$ cat config.mk
export PLATFORM = sky130hd
export DESIGN_NAME = fan_duty_ramp_limiter
export DESIGN_NICKNAME = d
export VERILOG_FILES = /design/src/pkg/fan_ramp_pkg.sv /design/src/hw/fan_duty_ramp_limiter.sv
export VERILOG_INCLUDE_DIRS = /design/src /design/src/pkg
export SDC_FILE = /design/constraint.sdc
export NUM_CORES = 1
export LEC_CHECK = 0
export ABC_AREA = 1
export BUFFER_PORTS_ARGS = -buffer_cell sky130_fd_sc_hd__clkbuf_2
export CORE_MARGIN = 2
export CORE_UTILIZATION = 54
export DETAILED_ROUTE_END_ITERATION = 8
export PLACE_DENSITY = 0.82
export REMOVE_ABC_BUFFERS = 1
export SYNTH_ARGS = -nofsm -noshare
export SYNTH_HDL_FRONTEND = slang
export SYNTH_SLANG_ARGS = --single-unit
$ cat constraint.sdc
create_clock -name clk_in -period 3.7 [get_ports clk_in]
set_input_delay 0.185 -clock clk_in [delete_from_list [all_inputs] [get_ports clk_in]]
set_output_delay 0.185 -clock clk_in [all_outputs]
set_load 0.1 [all_outputs]
$ cat src/pkg/fan_ramp_regs.svh
// Purpose: register map, field positions, resets and timing of the ramp limiter
// Assumes: 32-bit avalon words, register offsets are word indexes
// Notes: byte address is four times the index
`ifndef FAN_RAMP_REGS_SVH
`define FAN_RAMP_REGS_SVH
// --------------------------------------------------------------------
// register indexes
// --------------------------------------------------------------------
`define ACOUSTIC_FIRST_IDX 8'h62
`define ACOUSTIC_SECOND_IDX 8'h63
`define DUTY_ONE_IDX 8'h30
`define DUTY_TWO_IDX 8'h31
`define DUTY_THREE_IDX 8'h32
`define EVT_STATUS_IDX 8'h64
`define EVT_MASK_IDX 8'h65
// --------------------------------------------------------------------
// field positions
// --------------------------------------------------------------------
`define EN_ONE_BIT 3
`define EN_TWO_BIT 7
`define EN_THREE_BIT 3
`define STEP_ONE_LSB 0
`define STEP_TWO_LSB 4
`define STEP_THREE_LSB 0
`define ST_SETTLED_LSB 0
`define ST_SUPPLY_LSB 3
// --------------------------------------------------------------------
// reset values and timing
// --------------------------------------------------------------------
`define ACOUSTIC_RESET 8'h00
`define DUTY_RESET 8'hFF
`define EVT_RESET 8'h00
`define SLOT_LAST 8'hFE
`define CLK_HZ 50000000
`define FULL_RAMP_MS 35000
`define UPDATE_CYCLES ((`FULL_RAMP_MS * (`CLK_HZ / 1000)) / 255)
`endif

$ cat src/pkg/fan_ramp_pkg.sv
// Purpose: shared types of the ramp limiter
// Assumes: three fan drive outputs
// Notes: constants live in fan_ramp_regs.svh
package fan_ramp_pkg;
	// one duty value per fan drive output
	typedef struct packed {
		logic [7:0] three;
		logic [7:0] two;
		logic [7:0] one;
	} duty_set_t;
	// the three pwm pins
	typedef struct packed {
		logic fan_drive_three;
		logic fan_drive_two;
		logic fan_drive_one;
	} fan_pins_t;
	// register bus answer sequencing
	typedef enum logic [1:0] {
		BUS_IDLE = 2'b01,
		BUS_ACK = 2'b10
	} bus_state_t;
endpackage

$ cat src/hw/fan_duty_ramp_limiter.sv
// Purpose: slew-rate limit three fan pwm duties toward computed targets
// Assumes: targets and supply faults come from logic on clk_in
// Notes: registers over avalon-mm, one wait state per access
//
// The Avalon-MM interface to the registers was decided locally.
`timescale 1ns/1ps
`include "fan_ramp_regs.svh"

module fan_duty_ramp_limiter #(
	parameter int UPDATE_CYCLES = `UPDATE_CYCLES,
	parameter int SLOT_CYCLES = 1,
	parameter int SUPPLY_CH = 5
) (
	input wire logic clk_in,
	input wire logic rst_n_in,
	input wire fan_ramp_pkg::duty_set_t duty_target_in,
	input wire logic [SUPPLY_CH-1:0] supply_fault_in,
	input wire logic [9:0] avs_address_in,
	input wire logic avs_read_in,
	input wire logic avs_write_in,
	input wire logic [31:0] avs_writedata_in,
	input wire logic [3:0] avs_byteenable_in,
	output logic [31:0] avs_readdata_out,
	output logic avs_waitrequest_out,
	output fan_ramp_pkg::duty_set_t duty_now_out,
	output fan_ramp_pkg::fan_pins_t fan_pins_out,
	output logic irq_out
);
	import fan_ramp_pkg::*;

	// ----------------------------------------------------------------
	// functions
	// ----------------------------------------------------------------

	// step code to timeslots per update
	function automatic logic [7:0] step_of(input logic [2:0] code);
		logic [7:0] s;
		s = 8'h01;
		unique case (code)
			3'h0: s = 8'h01;
			3'h1: s = 8'h02;
			3'h2: s = 8'h03;
			3'h3: s = 8'h05;
			3'h4: s = 8'h08;
			3'h5: s = 8'h0C;
			3'h6: s = 8'h18;
			3'h7: s = 8'h30;
		endcase
		return s;
	endfunction

	// one limited move of prev toward target
	function automatic logic [7:0] ramp_to(input logic [7:0] prev,
		input logic [7:0] tgt, input logic [7:0] step);
		logic [8:0] sum;
		logic [7:0] r;
		sum = {1'b0, prev} + {1'b0, step};
		r = prev;
		if (tgt > prev) begin
			// never past target, never past full scale
			if ((tgt - prev) < step) begin
				r = tgt;
			end else if (sum[8]) begin
				r = 8'hFF;
			end else begin
				r = sum[7:0];
			end
		end else if (tgt < prev) begin
			// a small gap also covers underflow below zero
			if ((prev - tgt) < step) begin
				r = tgt;
			end else begin
				r = prev - step;
			end
		end
		return r;
	endfunction

	// ----------------------------------------------------------------
	// control registers
	// ----------------------------------------------------------------
	logic [7:0] acoustic_ctrl_first; // enable one and step one
	logic [7:0] acoustic_ctrl_second; // enables two/three and their steps
	logic [7:0] evt_status; // sticky event bits
	logic [7:0] evt_mask; // one hides the matching status bit
	bus_state_t bus_state; // wait state sequencer

	// ----------------------------------------------------------------
	// field decode
	// ----------------------------------------------------------------
	wire [2:0] ramp_en; // per-output limiter enable
	wire [7:0] step [3]; // per-output step in timeslots
	wire [2:0] ramp_step_sel_one;
	wire [2:0] ramp_step_sel_two;
	wire [2:0] ramp_step_sel_three;
	assign ramp_en[0] = acoustic_ctrl_first[`EN_ONE_BIT];
	assign ramp_en[1] = acoustic_ctrl_second[`EN_TWO_BIT];
	assign ramp_en[2] = acoustic_ctrl_second[`EN_THREE_BIT];
	assign ramp_step_sel_one =
		acoustic_ctrl_first[`STEP_ONE_LSB +: 3];
	assign ramp_step_sel_two =
		acoustic_ctrl_second[`STEP_TWO_LSB +: 3];
	assign ramp_step_sel_three =
		acoustic_ctrl_second[`STEP_THREE_LSB +: 3];
	assign step[0] = step_of(ramp_step_sel_one);
	assign step[1] = step_of(ramp_step_sel_two);
	assign step[2] = step_of(ramp_step_sel_three);

	// ----------------------------------------------------------------
	// update tick
	// ----------------------------------------------------------------
	// one update per 255th of the unit-step full ramp time, so step
	// one crosses full scale in about 35 s and step 48 in about 0.8 s
	logic [31:0] tick_cnt;
	wire tick;
	assign tick = (tick_cnt == 32'(UPDATE_CYCLES - 1));

	// free-running update divider
	always_ff @(posedge clk_in or negedge rst_n_in) begin
		if (!rst_n_in) begin
			tick_cnt <= 32'h0;
		end else if (tick) begin
			tick_cnt <= 32'h0;
		end else begin
			tick_cnt <= tick_cnt + 32'h1;
		end
	end

	// ----------------------------------------------------------------
	// ramp datapath
	// ----------------------------------------------------------------
	logic [7:0] duty [3]; // previous duty, the comparison base
	wire [7:0] target [3]; // newest computed duty
	wire [7:0] next_duty [3]; // limited move toward target
	wire [2:0] settled; // pulse: a ramp just reached target
	assign target[0] = duty_target_in.one;
	assign target[1] = duty_target_in.two;
	assign target[2] = duty_target_in.three;

	// each output has its own base, step and enable
	for (genvar i = 0; i < 3; i++) begin : g_ramp
		assign next_duty[i] = ramp_to(duty[i], target[i], step[i]);
		assign settled[i] = ramp_en[i] && tick &&
			(duty[i] != target[i]) && (next_duty[i] == target[i]);

		// limited outputs move only on a tick; the others follow
		// the target one clock later, without waiting for a tick
		always_ff @(posedge clk_in or negedge rst_n_in) begin
			if (!rst_n_in) begin
				duty[i] <= `DUTY_RESET;
			end else if (!ramp_en[i]) begin
				duty[i] <= target[i];
			end else if (tick) begin
				duty[i] <= next_duty[i];
			end
		end
	end

	assign duty_now_out = '{three: duty[2], two: duty[1], one: duty[0]};

	// ----------------------------------------------------------------
	// pwm generation
	// ----------------------------------------------------------------
	// slot counter runs 0..254; duty 255 therefore means always high
	logic [7:0] slot_cnt; // current timeslot
	logic [31:0] slot_div; // cycles inside the timeslot
	wire slot_end;
	wire [2:0] next_pin;
	assign slot_end = (slot_div == 32'(SLOT_CYCLES - 1));
	assign next_pin[0] = (slot_cnt < duty[0]);
	assign next_pin[1] = (slot_cnt < duty[1]);
	assign next_pin[2] = (slot_cnt < duty[2]);

	// timeslot prescaler and slot counter
	always_ff @(posedge clk_in or negedge rst_n_in) begin
		if (!rst_n_in) begin
			slot_div <= 32'h0;
			slot_cnt <= 8'h00;
		end else if (slot_end) begin
			slot_div <= 32'h0;
			slot_cnt <= (slot_cnt == `SLOT_LAST) ? 8'h00 : slot_cnt + 8'h01;
		end else begin
			slot_div <= slot_div + 32'h1;
		end
	end

	// pins come from flops to keep them glitch free
	always_ff @(posedge clk_in or negedge rst_n_in) begin
		if (!rst_n_in) begin
			fan_pins_out <= '0;
		end else begin
			fan_pins_out <= '{fan_drive_three: next_pin[2],
				fan_drive_two: next_pin[1], fan_drive_one: next_pin[0]};
		end
	end

	// ----------------------------------------------------------------
	// register bus
	// ----------------------------------------------------------------
	wire [7:0] idx; // word index from byte address
	wire req; // any request present
	wire commit; // the edge at which the access completes
	wire wr_lane0; // low byte written
	wire [7:0] rd_val; // decoded read value
	wire [7:0] status_set; // events raised this cycle
	wire [7:0] status_clr; // write-one-to-clear bits
	assign idx = avs_address_in[9:2];
	assign req = avs_read_in | avs_write_in;
	assign commit = req && (bus_state == BUS_ACK);
	assign wr_lane0 = commit && avs_write_in && avs_byteenable_in[0];
	// one wait state: request seen, answer ready the next cycle
	assign avs_waitrequest_out = req && (bus_state == BUS_IDLE);
	assign rd_val =
		(idx == `ACOUSTIC_FIRST_IDX) ? acoustic_ctrl_first :
		(idx == `ACOUSTIC_SECOND_IDX) ? acoustic_ctrl_second :
		(idx == `DUTY_ONE_IDX) ? duty[0] :
		(idx == `DUTY_TWO_IDX) ? duty[1] :
		(idx == `DUTY_THREE_IDX) ? duty[2] :
		(idx == `EVT_STATUS_IDX) ? evt_status :
		(idx == `EVT_MASK_IDX) ? evt_mask : 8'h00;

	// bus sequencer; read data is latched with the wait state
	always_ff @(posedge clk_in or negedge rst_n_in) begin
		if (!rst_n_in) begin
			bus_state <= BUS_IDLE;
			avs_readdata_out <= 32'h0;
		end else begin
			unique case (bus_state)
				BUS_IDLE: begin
					if (req) begin
						bus_state <= BUS_ACK;
						avs_readdata_out <= {24'h0, rd_val};
					end
				end
				BUS_ACK: begin
					bus_state <= BUS_IDLE;
				end
			endcase
		end
	end

	// configuration writes; the duty readbacks ignore writes
	always_ff @(posedge clk_in or negedge rst_n_in) begin
		if (!rst_n_in) begin
			acoustic_ctrl_first <= `ACOUSTIC_RESET;
			acoustic_ctrl_second <= `ACOUSTIC_RESET;
			evt_mask <= `EVT_RESET;
		end else if (wr_lane0) begin
			if (idx == `ACOUSTIC_FIRST_IDX) begin
				acoustic_ctrl_first <= avs_writedata_in[7:0];
			end
			if (idx == `ACOUSTIC_SECOND_IDX) begin
				acoustic_ctrl_second <= avs_writedata_in[7:0];
			end
			if (idx == `EVT_MASK_IDX) begin
				evt_mask <= avs_writedata_in[7:0];
			end
		end
	end

	// ----------------------------------------------------------------
	// events and interrupt
	// ----------------------------------------------------------------
	// supply faults keep raising status while powered down; only the
	// mask stops the alert, so software must mask before sleeping
	assign status_set = {supply_fault_in, settled};
	assign status_clr = (wr_lane0 && idx == `EVT_STATUS_IDX) ?
		avs_writedata_in[7:0] : 8'h00;

	// sticky status: a set in the clearing cycle wins
	always_ff @(posedge clk_in or negedge rst_n_in) begin
		if (!rst_n_in) begin
			evt_status <= `EVT_RESET;
		end else begin
			evt_status <= (evt_status & ~status_clr) | status_set;
		end
	end

	// level alert while any unmasked bit stands
	assign irq_out = |(evt_status & ~evt_mask);
endmodule // fan_duty_ramp_limiter

# Word-level counts from Yosys, hierarchy flattened
# Memories as Yosys holds them, arrays and structs flattened.
# Cells that the tools add are included.
classes:
  eq_ne: 21
  mul: 0
  order_cmp: 15
  bitwise_logic: 6
  n_div: 0
  addsub: 15
  muxes: 34
  shifts: 0
  reduce_logical: 20
ops:
  columns: ["op", "count"]
  rows:
  - ["$mux 8", 30]
  - ["$lt 8x8->1", 12]
  - ["$sub 8x8->8", 9]
  - ["$add 32x1->32 const B", 2]
  - ["$mux 32", 2]
  - ["$eq 32x23->1 const B", 1]
  - ["$eq 8x7->1 const B", 4]
  - ["$logic_not 32->1", 1]
  - ["$add 8x8->9", 3]
  - ["$eq 8x6->1 const B", 3]
  - ["$eq 8x8->1", 3]
  - ["$gt 8x8->1", 3]
  - ["$ne 8x8->1", 3]
  - ["$and 8x8->8", 2]
  - ["$not 8->8", 2]
  - ["$logic_and 1x1->1", 14]
  - ["$add 8x1->8 const B", 1]
  - ["$eq 8x8->1 const B", 1]
  - ["$or 8x8->8", 1]
  - ["$reduce_and 2->1", 4]
  - ["$reduce_or 8->1", 1]
  - ["$ne 2x1->1 const B", 3]
  - ["$pmux 2 s2", 1]
  - ["$eq 2x1->1 const B", 1]
  - ["4 further kinds", 4]
totals:
  ram_bits: 0
  rom_bits: 144
  n_memories: 3
  elab_cells: 129
  out_inout_bits: 61
  latchBits: 0
  reg_bits: 141
mem_list:
  columns: ["memory", "words", "width", "rd", "rd_clocked_by_memory_dff", "write_ports", "line_no", "text"]
  rows:
  - ["(no name shown)", 8, 6, 1, 0, 0, "fan_duty_ramp_limiter.sv:39", "unique case (code)"]
  - ["(no name shown)", 8, 6, 1, 0, 0, "fan_duty_ramp_limiter.sv:39", null]
  - ["(no name shown)", 8, 6, 1, 0, 0, "fan_duty_ramp_limiter.sv:39", null]

# Depth between registers and ports, before layout
logic_depth:
  depth_word: 9
  mapped_depth: 24
  ltp_nobuf: 24

# Worst setup path before layout
# No wires, ideal clock.
synth_timing:
  path_type: "flip-flop to flip-flop"
  start: "register duty (netlist bit duty_now_out[10])"
  end: "register evt_status[1]"
  period_less_slack_ns: 3.353
  path_stages_with_launch: 21
  setup_slack_ns: 0.347
  n_path_buf: 1
  arrival_time_ns: 3.288
  required_ns: 3.635
  path_cell_list: "dfstp_2 > ha_1 > buf_4 > a21oi_1 > nand2_1 > a31oi_1 > xor2_1 > ha_1 > a21oi_1 > nand2_1 > nor2_4 > nand3_4 > nand2_1 > nand2_1 > o21ai_2 > nand2_1 > nand2_1 > nand3_1 > nor2_1 > nand3_1 > nand2_1"
synth_via:
  elab_chain_len: 8
  elab_cells_between_ends: 18
  classes_between: "4 x add/sub; 4 x order compare; 2 x eq/ne; 5 x mux; 1 x bitwise; 2 x reduce/logical"
synth_rtl:
  columns: ["item", "line_no", "text"]
  rows:
  - ["from (decl)", "fan_duty_ramp_limiter.sv:132", "logic [7:0] duty [3];"]
  - ["from (signal, indexed assignment)", "fan_duty_ramp_limiter.sv:150", "duty[i] <= `DUTY_RESET;"]
  - ["from (signal, indexed assignment)", "fan_duty_ramp_limiter.sv:152", "duty[i] <= target[i];"]
  - ["from (signal, indexed assignment)", "fan_duty_ramp_limiter.sv:154", "duty[i] <= next_duty[i];"]
  - ["$sub 8x8->8", "fan_duty_ramp_limiter.sv:70", "if ((prev - tgt) < step) begin"]
  - ["$lt 8x8->1", "fan_duty_ramp_limiter.sv:70", null]
  - ["$mux 8", "fan_duty_ramp_limiter.sv:70", null]
  - ["$mux 8", "fan_duty_ramp_limiter.sv:68", "end else if (tgt < prev) begin"]
  - ["$mux 8", "fan_duty_ramp_limiter.sv:59", "if (tgt > prev) begin"]
  - ["$eq 8x8->1", "fan_duty_ramp_limiter.sv:144", "(duty[i] != target[i]) && (next_duty[i] == target[i]);"]
  - ["$logic_and 1x1->1 (*)", "fan_duty_ramp_limiter.sv:144", null]
  - ["$or 8x8->8 (*)", "fan_duty_ramp_limiter.sv:275", "evt_status <= (evt_status & ~status_clr) | status_set;"]
  - ["to (signal assigned)", "fan_duty_ramp_limiter.sv:273", "evt_status <= `EVT_RESET;"]
  - ["to (signal assigned)", "fan_duty_ramp_limiter.sv:275", null]
  - ["to (decl)", "fan_duty_ramp_limiter.sv:84", "logic [7:0] evt_status;"]
# Every way passes the cells marked *; elsewhere a longest branch is shown, timed or not.
# A chain may end at the register's enable or synchronous reset.

# Worst setup path in the final report
layout_timing:
  start: "register duty (netlist bit duty_now_out[17])"
  end: "register evt_status[2]"
# Same word-level chain as after synthesis.

==> metrics.yaml <==
yosys-top-cells-count: "nand2_1, inv_1, nand3_1"
max_slew.worst_pin.slew_ns: 1.03
htreeDepth: 4
synth-seq-cells: 141
pin_count: 140
grt_pass1_vias: 13198
fp-row-count: 59
reg2reg_depth: 21
critPathRequiredTime_ns: 4.06
crit_slowest_cell: "dfstp_2"
max-clock-path-buffers: 2
n_fill_cell: 2422
cp.arrival_ns: 3.83
cts_root_buf: "clkbuf_16"
start_util_pct: 55.1
grt_usage_pct: 29.3
grt_max_degree: 107
crit_family: "simple AND/OR/NAND/NOR gates"
drt_wl_total_microns: 41000
path_clk_slew_ns: 0.07
r2r_slack_ns: 0.23
synth.cell_area_sq_um: 14400
slew_headroom_pct: 31.6
placed_area_sq_um: 15100
stdcell_area_sq_um: 15700
grt_remaining_overflow: 0
crit_buf_inv: 1
antenna_found_initial: 0
dp_hpwl_microns: 32500
die_y_microns: 167
yosys_warnings: 0
drt_first_iter_violations: 1366
grt_pass1_wl_microns: 66200
worstSetupPathDepth: 21
tns_ns: 0
rsz0062_at_grt: "yes"
leakagePower_uw: 0.00818
avgRoutedWirePerCell_microns: 16.7
endpoint: "evt_status[2]"
ys.flop_type: "dfrtp_1"
peakVddDrop_mv: 0.354
ant_nets: 0
vias: 14012
critPathMostFrequentCell: "nand2_1"
outcome: "complete, but fails checks"
final_layout_size_suffix_gt1_share_pct: 14.1
tritoncts: "done"
finalMaxSlewViolations: 0
finalSetupViolations: 0
yosys.area.top_type: "dfrtp_1"
cp_max_fo: 12
numCtsBuffers: 17
crit_type: "reg2reg"
power_uw: 5090
yosysMostFrequentCell: "nand2_1"
cts.sinks: 141
place_congestion: 1.02
reg2reg_to: "evt_status[2]"
endpoint_kind: "register"
synth_area_leaders: "dfrtp_1, ha_1, nand2_1"
dr.pass1.iters: 7
maxCapViolations: 0
clk_latency_ns: 0.43
synth-edff-count: 0
post_drt_via_cell_ratio: 5.70
synth_top_area_share_pct: 20.2
area.growth.synth_to_final_pct: 8.95
max_freq_ghz: 0.288
final_hold_viol_count: 0
r2r-start: "duty_now_out[17]"
max_stage_delay_ns: 0.64
fin_crit_sh_pct: 93.9
finalClockSkew_ns: 0.0171
syn_inst: 2018
fin_nets: 2343
synth-seq-area-share_pct: 24.7
power.density_nw_per_um2: 325
ys_types: 67
startpoint: "duty_now_out[17]"
path_cells: "inv_1 > ha_1 > a21oi_2 > o21ai_4 > nand3_1 > nand2_1 > xor2_1 > ha_1 > nand2_1 > nand2_1 > nor2_4 > nand3_2 > nand3_1 > o211ai_2 > nand2_1 > nand2_1 > nand2_1 > nand2_1 > nor2_2 > nand2_1 > nand2_1"
start_kind: "register"
die_w_microns: 167
violations: "design-rule violations"
dp.cells: 2417
coreArea_sq_um: 26100
hold_class: "in2reg"
period_needed_ns: 3.47
io_buffers: 86
syn_area_per_cell_sq_um: 7.13
drc_errors: 12
async_flop_share_pct: 100
dieArea_sq_um: 28000
fin_cells: 2457
==> cell families (layout without fill, tap and decap cells) <==
family | after synthesis | after routing | synth area share, %
simple gates | 959 | 959 | 32.4
buf+inv | 373 | 453 | 11.1
compound gates | 308 | 308 | 12.7
fa+ha+maj | 156 | 156 | 14.2
flops | 141 | 141 | 24.7
xor+xnor | 79 | 79 | 4.81
other cells | 1 | 25 | 0.0261
mux | 1 | 1 | 0.0782
==> through the flow <==
stage                     setup slack [ns]  util (%)  hold slack, ns
final                                0.227      60.0         0.00431
after global placement               0.349      57.6           0.372
after CTS                            0.247      59.9         0.00612
after detailed placement             0.272      57.6           0.375
after global routing               -0.0129      60.0         0.00508
after floorplan                      0.318         -          -0.111
==> sequential cells by signal (all words and copies together) (netlist names) <==
| signal | count |
|---|---|
| acoustic_ctrl_second | 8 |
| acoustic_ctrl_first | 8 |
| duty_now_out | 24 |
| evt_status | 8 |
| avs_readdata_out | 8 |
| slot_div | 32 |
| evt_mask | 8 |
| fan_pins_out | 3 |
| slot_cnt | 8 |
| bus_state | 2 |
| tick_cnt | 32 |
==> how the worst min path moves through the flow <==
| stage | startpoint | slack, ns | endpoint | cells after the start |
|---|---|---|---|---|
| after CTS | supply_fault_in[3] | 0.006 | evt_status[6] | 2 |
| after floorplan | rst_n_in | -0.11 | acoustic_ctrl_first[0] | 0 |
| after global routing | supply_fault_in[3] | 0.005 | evt_status[6] | 2 |
| final | supply_fault_in[3] | 0.004 | evt_status[6] | 2 |
| after detailed placement | rst_n_in | 0.37 | fan_pins_out[2] | 1 |
| after global placement | rst_n_in | 0.37 | fan_pins_out[2] | 1 |
==> layer usage <==
layer / wire length, microns / GRT usage (%)
met5: 0 / 0
met4: 1440 / 11.0
met3: 3260 / 4.47
met2: 18900 / 49.0
met1: 17300 / 38.4
==> layout make-up <==
type	instances	area [sq um]	area share, %
clock inverter	13	110	0.702
multi-input combinational	1527	9330	59.5
clock buffer	19	443	2.82
timing repair buffer	114	659	4.21
sequential	141	3560	22.7
inverter	307	1160	7.40
tap	335	419	2.67
antenna	1	2.50	0.0160
==> worst reg2reg max path, cell delays in order, from the launching register on <==
cell and delay [ns]:
dfstp_2 0.64, inv_1 0.17, ha_1 0.23, a21oi_2 0.18, o21ai_4 0.09, nand3_1 0.07, nand2_1 0.06, xor2_1 0.14
ha_1 0.30, nand2_1 0.07, nand2_1 0.08, nor2_4 0.17, nand3_2 0.31, nand3_1 0.23, o211ai_2 0.12, nand2_1 0.09
nand2_1 0.04, nand2_1 0.06, nand2_1 0.06, nor2_2 0.13, nand2_1 0.09, nand2_1 0.07
==> timing repair <==
action | in CTS | in global routing
endpoints found under the hold margin | 84 | 1
resized for setup | 0 | 3
setup buffers | 0 | 2
setup endpoints to repair | 0 | 2
hold buffers | 4 | 1
==> cells in the final DEF, fill, tap and decap left out, types with 37 or more instances in the layout <==
master	instances
nand2_1	455
inv_1	290
nand3_1	158
ha_1	143
a21oi_1	121
nor2_1	120
dfrtp_1	116
o21ai_0	99
clkbuf_2	85
nand4_1	71
xor2_1	62
nor3_1	37
==> where the power goes <==
| part | total (uW) | internal, uW | switching, uW |
|---|---|---|---|
| combinational | 1810 | 522 | 1290 |
| clock | 1640 | 891 | 748 |
| sequential | 1640 | 1590 | 45.6 |
| total | 5090 | 3010 | 2080 |
No activity file was read; power rests on OpenSTA's default activity.
